===== config.mk =====
export PLATFORM = sky130hd
export DESIGN_NAME = mpc_maint
export DESIGN_NICKNAME = d
export VERILOG_FILES = /design/src/rtl/mpc_pkg.sv /design/src/rtl/mpc_compare.sv /design/src/rtl/mpc_maint.sv
export SDC_FILE = /design/constraint.sdc
export NUM_CORES = 1
export LEC_CHECK = 0
export BUFFER_PORTS_ARGS = -buffer_cell sky130_fd_sc_hd__buf_2
export CAP_MARGIN = 20
export CORE_ASPECT_RATIO = 1.4
export CORE_MARGIN = 1
export CORE_UTILIZATION = 35
export CTS_BUF_LIST = sky130_fd_sc_hd__clkbuf_16
export CTS_CLUSTER_DIAMETER = 120
export DETAILED_ROUTE_END_ITERATION = 10
export HOLD_SLACK_MARGIN = 0.06
export PLACE_DENSITY = 0.74
export SLEW_MARGIN = 25
export SYNTH_ARGS = -nofsm -noshare
export SYNTH_HDL_FRONTEND = slang
export SYNTH_HIERARCHICAL = 1
export SYNTH_SLANG_ARGS = --single-unit

===== constraint.sdc =====
create_clock -name i_clock -period 4.58 [get_ports i_clock]
set_input_delay 0.687 -clock i_clock [delete_from_list [all_inputs] [get_ports i_clock]]
set_output_delay 0.687 -clock i_clock [all_outputs]
set_load 0.05 [all_outputs]

===== src/rtl/mpc_pkg.sv =====
// Shared constants and carriers for the maintenance phase and address compare block.
package mpc_pkg;
  localparam int unsigned MPC_ADDR_W = 16;
  localparam int unsigned MPC_PHASES = 4;
  localparam logic [3:0] MPC_PH1 = 4'h1;
  localparam logic [3:0] MPC_PH2 = 4'h2;
  localparam logic [3:0] MPC_PH3 = 4'h4;
  localparam logic [3:0] MPC_PH4 = 4'h8;
  localparam logic [3:0] MPC_PH_RESET = 4'h0;
  localparam logic [2:0] MPC_CNT_RESET = 3'h0;
  localparam logic [2:0] MPC_CYCLE_LAST = 3'h3;

  typedef enum logic [3:0] {
    MPC_MODE_NORMAL = 4'h1,
    MPC_MODE_PHASE = 4'h2,
    MPC_MODE_CYCLE = 4'h4,
    MPC_MODE_INST = 4'h8
  } mpc_mode_t;

  typedef enum logic [2:0] {
    MPC_ST_RUN = 3'h1,
    MPC_ST_STEP = 3'h2,
    MPC_ST_HALT = 3'h4
  } mpc_state_t;

  typedef struct packed {
    logic [MPC_ADDR_W-1:0] addr;
    logic read;
    logic write;
  } mpc_stor_t;

  typedef struct packed {
    mpc_state_t st;
    mpc_mode_t mode;
    logic [3:0] phase;
    logic [2:0] cnt;
    logic hit;
    logic pend_stop;
    logic stopped;
    logic timer_en;
    logic clear_stor;
  } mpc_reg_t;
endpackage


===== src/rtl/mpc_compare.sv =====
// Address comparator for the maintenance panel compare switches.
module mpc_compare import mpc_pkg::*; #(
  parameter int unsigned ADDR_W = MPC_ADDR_W
) (
  // Switch and storage addresses.
  input wire logic [ADDR_W-1:0] i_switch_addr,
  input wire logic [ADDR_W-1:0] i_stor_addr,
  // Match result.
  output logic o_match
);
  // All bits take part; a partial compare would give false halts.
  assign o_match = (i_switch_addr == i_stor_addr);
endmodule


===== src/rtl/mpc_maint.sv =====
// Maintenance panel phase register, stop on address compare and timer inhibit.
module mpc_maint import mpc_pkg::*; (
  // Clock and reset.
  input wire logic i_clock,
  input wire logic i_rst_n,
  // Panel mode and phase controls.
  input wire logic i_sel_normal,
  input wire logic i_sel_phase,
  input wire logic i_sel_cycle,
  input wire logic i_sel_inst,
  input wire logic [3:0] i_phase_set,
  input wire logic i_phase_clear,
  input wire logic i_phase_hold,
  input wire logic i_run,
  input wire logic i_stop,
  // Compare switches, bit 0 is switch 30.
  input wire logic [MPC_ADDR_W-1:0] i_cmp_switch,
  input wire logic i_read_stop_en,
  input wire logic i_write_stop_en,
  // Processor storage path.
  input wire mpc_stor_t i_stor,
  input wire logic i_inst_end,
  // Timer and initial load.
  input wire logic i_timer_inhibit,
  input wire logic i_initial_program_load,
  // Outputs.
  output logic [3:0] o_phase,
  output logic o_phase_pulse,
  output logic o_hold_error,
  output logic [MPC_ADDR_W-1:0] o_cmp_addr,
  output logic o_cmp_hit,
  output logic o_stopped,
  output logic o_timer_update_en,
  output logic o_clear_storage
);
  mpc_reg_t r;
  mpc_reg_t next_r;
  logic match;
  logic stop_hit;
  logic panel_idle;

  function automatic logic one_hot4(input logic [3:0] v);
    one_hot4 = (v == MPC_PH1) || (v == MPC_PH2) || (v == MPC_PH3) || (v == MPC_PH4);
  endfunction

  function automatic logic [3:0] next_phase(input logic [3:0] v);
    case (v)
      MPC_PH4: next_phase = MPC_PH1;
      MPC_PH1: next_phase = MPC_PH2;
      MPC_PH2: next_phase = MPC_PH3;
      default: next_phase = MPC_PH4;
    endcase
  endfunction

  mpc_compare #(.ADDR_W(MPC_ADDR_W)) mpc_compare_inst (
    .i_switch_addr(i_cmp_switch),
    .i_stor_addr(i_stor.addr),
    .o_match(match)
  );

  assign stop_hit = match && ((i_stor.read && i_read_stop_en) ||
                              (i_stor.write && i_write_stop_en));
  assign panel_idle = !i_sel_phase && !i_sel_cycle && !i_sel_inst && !i_sel_normal &&
                      !i_phase_clear && (i_phase_set == 4'h0);

  always_comb begin
    next_r = r;
    next_r.hit = match;
    if (i_sel_phase) begin
      next_r.mode = MPC_MODE_PHASE;
      next_r.phase = MPC_PH4;
      next_r.st = MPC_ST_HALT;
    end else if (i_sel_cycle) begin
      next_r.mode = MPC_MODE_CYCLE;
      next_r.phase = MPC_PH4;
      next_r.st = MPC_ST_HALT;
    end else if (i_sel_inst) begin
      next_r.mode = MPC_MODE_INST;
    end else if (i_sel_normal) begin
      next_r.mode = MPC_MODE_NORMAL;
    end else if (i_phase_clear && (r.mode == MPC_MODE_PHASE || r.mode == MPC_MODE_CYCLE)) begin
      next_r.phase = MPC_PH_RESET;
      next_r.st = MPC_ST_HALT;
    end else if (|i_phase_set) begin
      // Panel may set any bit; in phase or cycle mode the clear control undoes a wrong choice.
      next_r.phase = r.phase | i_phase_set;
    end else begin
      case (r.st)
        MPC_ST_HALT: begin
          if (i_run && r.mode == MPC_MODE_PHASE) begin
            next_r.st = MPC_ST_STEP;
          end else if (i_run && r.mode == MPC_MODE_CYCLE) begin
            next_r.st = MPC_ST_STEP;
            next_r.cnt = MPC_CNT_RESET;
          end
        end
        MPC_ST_STEP: begin
          if (r.mode == MPC_MODE_CYCLE) begin
            next_r.phase = next_phase(r.phase);
            next_r.cnt = r.cnt + 3'h1;
            if (r.cnt == MPC_CYCLE_LAST) begin
              next_r.st = MPC_ST_HALT;
              next_r.phase = MPC_PH4;
            end
          end else if (!(i_phase_hold && one_hot4(r.phase))) begin
            next_r.phase = next_phase(r.phase);
            next_r.st = MPC_ST_HALT;
          end
        end
        default: next_r.st = MPC_ST_HALT;
      endcase
    end
    // The request is latched so a stop is never lost before the instruction ends.
    // A request seen at the instruction end stops at once, so nothing stays pending.
    if (i_inst_end) begin
      next_r.pend_stop = 1'b0;
    end else if (stop_hit || i_stop) begin
      next_r.pend_stop = 1'b1;
    end
    if (i_inst_end && (r.pend_stop || stop_hit || i_stop)) begin
      next_r.stopped = 1'b1;
    end else if (i_run && !stop_hit) begin
      next_r.stopped = 1'b0;
    end
    next_r.timer_en = !i_timer_inhibit && !i_initial_program_load;
    next_r.clear_stor = i_initial_program_load;
  end

  always_ff @(posedge i_clock) begin
    if (!i_rst_n) begin
      r <= '{st: MPC_ST_HALT, mode: MPC_MODE_NORMAL, phase: MPC_PH_RESET,
             cnt: MPC_CNT_RESET, default: 1'b0};
    end else begin
      r <= next_r;
    end
  end

  assign o_phase = r.phase;
  assign o_phase_pulse = (r.st == MPC_ST_STEP);
  assign o_hold_error = i_phase_hold && !one_hot4(r.phase);
  assign o_cmp_addr = i_cmp_switch;
  assign o_cmp_hit = r.hit;
  assign o_stopped = r.stopped;
  assign o_timer_update_en = r.timer_en;
  assign o_clear_storage = r.clear_stor;

  chk_timer_inhibit: assert property (@(posedge i_clock) disable iff (!i_rst_n)
    (i_timer_inhibit || i_initial_program_load) |=> !o_timer_update_en)
    else $error("Timer updated while inhibited.");
  chk_load_timer: assert property (@(posedge i_clock) disable iff (!i_rst_n)
    i_initial_program_load |=> !o_timer_update_en && o_clear_storage)
    else $error("Initial load did not suppress timer or clear storage.");
  chk_mode_phase4: assert property (@(posedge i_clock) disable iff (!i_rst_n)
    (i_sel_phase || i_sel_cycle) |=> o_phase == MPC_PH4)
    else $error("Mode entry did not select phase 4.");
  chk_phase_clear: assert property (@(posedge i_clock) disable iff (!i_rst_n)
    (i_phase_clear && !i_sel_phase && !i_sel_cycle && !i_sel_inst && !i_sel_normal &&
     (r.mode == MPC_MODE_PHASE || r.mode == MPC_MODE_CYCLE)) |=> o_phase == MPC_PH_RESET)
    else $error("Phase clear failed.");
  chk_hit_equal: assert property (@(posedge i_clock) disable iff (!i_rst_n)
    1'b1 |=> o_cmp_hit == (($past(i_cmp_switch)) == $past(i_stor.addr)))
    else $error("Compare hit wrong.");
  chk_read_stop: assert property (@(posedge i_clock) disable iff (!i_rst_n)
    (match && i_stor.read && i_read_stop_en && i_inst_end) |=> o_stopped)
    else $error("Read compare did not stop.");
  chk_write_stop: assert property (@(posedge i_clock) disable iff (!i_rst_n)
    (match && i_stor.write && i_write_stop_en && i_inst_end) |=> o_stopped)
    else $error("Write compare did not stop.");
  chk_stop_at_end: assert property (@(posedge i_clock) disable iff (!i_rst_n)
    (!o_stopped && !i_inst_end) |=> !o_stopped)
    else $error("Stop before instruction end.");
  chk_cycle_order: assert property (@(posedge i_clock) disable iff (!i_rst_n)
    (r.mode == MPC_MODE_CYCLE && r.st == MPC_ST_STEP && o_phase == MPC_PH4 &&
     !i_sel_phase && !i_sel_cycle && !i_sel_inst && !i_sel_normal && !i_phase_clear &&
     i_phase_set == 4'h0) |=> o_phase == MPC_PH1)
    else $error("Cycle order wrong.");
  chk_hold_repeat: assert property (@(posedge i_clock) disable iff (!i_rst_n)
    (r.st == MPC_ST_STEP && r.mode == MPC_MODE_PHASE && i_phase_hold && one_hot4(r.phase) &&
     panel_idle) |=> o_phase_pulse && $stable(o_phase))
    else $error("Held phase was not repeated.");
  chk_phase_single: assert property (@(posedge i_clock) disable iff (!i_rst_n)
    (r.st == MPC_ST_STEP && r.mode == MPC_MODE_PHASE && !i_phase_hold && panel_idle)
    |=> !o_phase_pulse)
    else $error("Phase mode gave more than one phase.");
  chk_run_start: assert property (@(posedge i_clock) disable iff (!i_rst_n)
    (r.st == MPC_ST_HALT && r.mode == MPC_MODE_CYCLE && i_run && panel_idle) |=> o_phase_pulse)
    else $error("Cycle run did not start.");
  chk_cycle_end: assert property (@(posedge i_clock) disable iff (!i_rst_n)
    (r.st == MPC_ST_STEP && r.mode == MPC_MODE_CYCLE && r.cnt == MPC_CYCLE_LAST && panel_idle)
    |=> !o_phase_pulse && o_phase == MPC_PH4)
    else $error("Cycle did not end after four phases.");
  chk_stop_disabled: assert property (@(posedge i_clock) disable iff (!i_rst_n)
    (!i_read_stop_en && !i_write_stop_en && !i_stop && !r.pend_stop && !o_stopped)
    |=> !o_stopped)
    else $error("Stop without an enabled request.");
  chk_load_clear: assert property (@(posedge i_clock) disable iff (!i_rst_n)
    !i_initial_program_load |=> !o_clear_storage)
    else $error("Storage clear outside initial load.");
  cov_cycle_run: cover property (@(posedge i_clock) disable iff (!i_rst_n)
    r.mode == MPC_MODE_CYCLE && o_phase_pulse);
  cov_read_halt: cover property (@(posedge i_clock) disable iff (!i_rst_n)
    stop_hit && i_stor.read ##1 o_stopped);
  cov_hold: cover property (@(posedge i_clock) disable iff (!i_rst_n)
    o_phase_pulse && i_phase_hold ##1 o_phase_pulse);
endmodule


==> summary.txt <==
Outcome
  – Outcome: complete, no violations

Clock network
  – Clock tree root driver cell: clkbuf_16
  – Clock latency on the worst-skew pair: 250 ps
  – CTS tree: yes
  – CTS sink cnt: 18
  – Hold-fix buffers, CTS: 0
  – Maximum level of the CTS H-tree: 1
  – Clk slew on worst S/H paths: 50 ps
  – Max clock buf depth: 2
  – TritonCTS Buffers: 3
  – # resized after CTS: 0
  – Total setup buffers inserted after CTS: 0

Routing
  – Wirelength per Cell: 12.4 um
  – Vias: 1,361
  – Drt drc: 0
  – Number of detailed-routing iterations run before antenna repair: 4
  – Antenna viol nets, final: 0
  – DRC marker count from the first detailed-route iteration: 15
  – Mean number of vias per cell: 5.14
  – DRT Wirelength: 3270 um

Power and ir drop
  – Total power per unit cell area: 272 mW/mm2
  – Total Power Consumption: 463 uW
  – IR drop worst, VDD: 195 uV
  – Total leakage power: 0.773 nW

Global route
  – Vias in the first global route: 1,198
  – Initial antenna violation count: 0
  – Final global-route overflow total: 0
  – First-pass GRT wire length: 4970 um
  – Global-route usage over all layers: 16.8%
  – Pin count of the biggest net entering global routing: 10

Hold path
  – Class of the tightest hold or removal check: reg -> reg
  – Startpoint of the lowest-slack hold path: o_stopped
  – Sink of the worst hold path: o_stopped
  – Hold path cells: 2

Worst setup path
  – Master of the slowest instance on the critical path: dfxtp_1
  – Slowest Stage Delay on Critical Path: 480 ps
  – Required time of the critical path: 3890 ps
  – Kind of launch point of the worst setup path: flop
  – Critical path start-end classification: reg -> out
  – Worst reg2reg startpoint: r[13]
  – Peak fanout along the critical path: 9
  – Arr. time, crit path: 1520 ps
  – Top delay family on crit path: flip-flops
  – Count of buffering cells on the critical path with inverters included: 1
  – FF-to-FF End: o_phase[2]
  – Cell chain of the critical path: xor2_1 -> a211o_1 -> nor2_1 -> buf_2
  – Cell depth of the worst flop-to-flop path: 6
  – Type of element capturing the critical path: primary output
  – Register-to-register path setup slack: 2680 ps

Logic synthesis
  – Avg Synthesized Cell Area: 8.25 um2
  – Cells after synthesis: 164
  – Mapped Nets: 219
  – Portion of the post-synthesis area used by sequential elements: 26.6%
  – Warnings from Yosys: 6
  – Area of the mapped netlist: 0.00135 mm2
  – Number of enable-type register cells in the synthesized netlist: 0
  – Seq cells post-synth: 18
  – Post-synthesis async set-or-reset flop share: 0%
  – Netlist cell types: 42
  – Predominant post-synthesis flop cell: dfxtp_1

Finish
  – Layout-stage area growth over the synthesis result: 25.8%
  – Final net count: 280
  – Finished layout cell area: 0.00170 mm2
  – Post-route insts no fill: 265
  – # diodes: 0
  – Ratio of cells with drive above 1 in the final layout: 40.8%
  – Number of fill cells in the layout: 383

Timing
  – Period utilization: 48.2%
  – Setup repair after global routing missed its margin: no
  – Worst slew pin tran: 614 ps
  – Number of setup violations in the final report: 0
  – Max-slew violations: 0
  – Final critical-path required period: 2210 ps
  – Final hold violations: 0
  – Max Clock Freq: 0.453 GHz
  – Final worst hold slack: 484 ps
  – Final sum of negative setup slack: 0 ps
  – Max transition margin: 58.5%
  – Setup clock skew after layout: 1.67 ps

Floorplan
  – Initial core utilization: 36.8%
  – Vertical die dimension: 75.6 um
  – Number of I/O pins: 79
  – Core area: 0.00368 mm2
  – Die width: 54.5 um
  – Row cnt: 26
  – Full die area: 0.00412 mm2

Place
  – Detailed-placement wirelength estimate: 2810 um
  – Dpl cells: 262
  – Cell area after placement: 0.00163 mm2
  – Final estimated routing congestion in global placement: 0.819
  – Number of I/O port buffers: 78

Flow run
  – Number of max-cap violations: 0
-- cells in the mapped netlist, drive strengths merged (2+ instances only) --
library cell	n	area, um2
nor4b	3	26.3
dfxtp	18	360
nor3	6	30.0
nand2	8	30.0
xor2	2	17.5
ha	2	25.0
xnor2	16	140
nor4	2	33.8
buf	22	169
nor2	17	63.8
a31oi	3	18.8
a41o	2	22.5
o311a	2	21.3
inv	8	30.0
and2	3	20.0
o21ai	9	45.0
nand4	6	37.5
nand3	4	20.0
a21oi	8	40.0
mux2i	3	30.0
nand2b	3	18.8
-- worst min-delay path, delay by kind of cell (launching register included) --
kind | cells | cell delay (ps)
simple gates | 1 | 70
flops | 1 | 320
compound gates | 1 | 60
-- layout make-up --
| cell class | count | area (um2) | share of cell area, % |
|---|---|---|---|
| sequential | 18 | 360 | 21.2 |
| inverter | 9 | 33.8 | 1.99 |
| multi-input combinational | 115 | 790 | 46.4 |
| clock buffer | 3 | 75.1 | 4.41 |
| timing repair buffer | 78 | 390 | 22.9 |
| tap | 42 | 52.6 | 3.09 |
-- stage by stage --
step                      setup slack [ps]  utilization (%)
after floorplan                       2390                -
after global placement                2420             44.2
after detailed placement              2350             44.2
after CTS                             2370             46.3
after global routing                  2270             46.3
final                                 2370             46.3
-- layout by cell type (no fill, tap or decap), types with 2 or more instances in the layout --
master,synthesis,layout
buf_2,0,78
dfxtp_1,18,18
nor2_1,17,17
xnor2_1,16,16
o21ai_0,9,9
inv_1,8,8
nand2_1,8,8
a21oi_1,8,8
nand4_1,6,6
nor3_1,6,6
nand3_1,4,4
nand2b_1,3,3
nor4b_1,3,3
mux2i_1,3,3
a31oi_1,3,3
clkbuf_16,0,3
xor2_1,2,2
and2_1,2,2
a41o_2,2,2
ha_1,2,2
-- worst max path at each step --
stage / endpoint / slack (ps) / startpoint / cells past startpoint
3_3_place_gp: r[5] / 2420 / i_phase_set[1] / 5
4_1_cts: o_hold_error / 2370 / o_phase[0] / 4
5_1_grt: o_hold_error / 2270 / o_phase[1] / 4
6_report: o_hold_error / 2370 / o_phase[0] / 4
3_5_place_dp: r[5] / 2350 / i_phase_set[1] / 5
2_1_floorplan: o_hold_error / 2390 / o_phase[1] / 4
-- power breakdown --
part           internal (mW)  switching, mW
Sequential             0.161        0.00421
Clock                  0.115         0.0582
Combinational         0.0469         0.0770
-- flip-flops by register name, indices dropped and copies added (netlist names) --
name and cells:
o_stopped 1, o_phase 4, r 10, o_cmp_hit 1
o_clear_storage 1, o_timer_update_en 1
-- logic make-up after synthesis --
group | Yosys count | synth area share, %
AO/OA/AOI/OAI | 33 | 17.7
XOR/XNOR | 18 | 11.7
adder cells (fa/ha/maj) | 2 | 1.85
buffers and inverters | 31 | 15.0
flip-flops | 18 | 26.6
multiplexers | 3 | 2.22
AND/OR/NAND/NOR | 59 | 25.0
-- metal layers --
metal	vias up	track usage, %	routed length (um)	part of all wire, %
li1	682	-	-	-
met1	601	16.6	1220	37
met4	0	6.84	55	1.7
met3	5	3.19	324	9.9
met2	73	32.7	1670	51
met5	-	0	0	0
No activity file was read; power rests on OpenSTA's default activity.
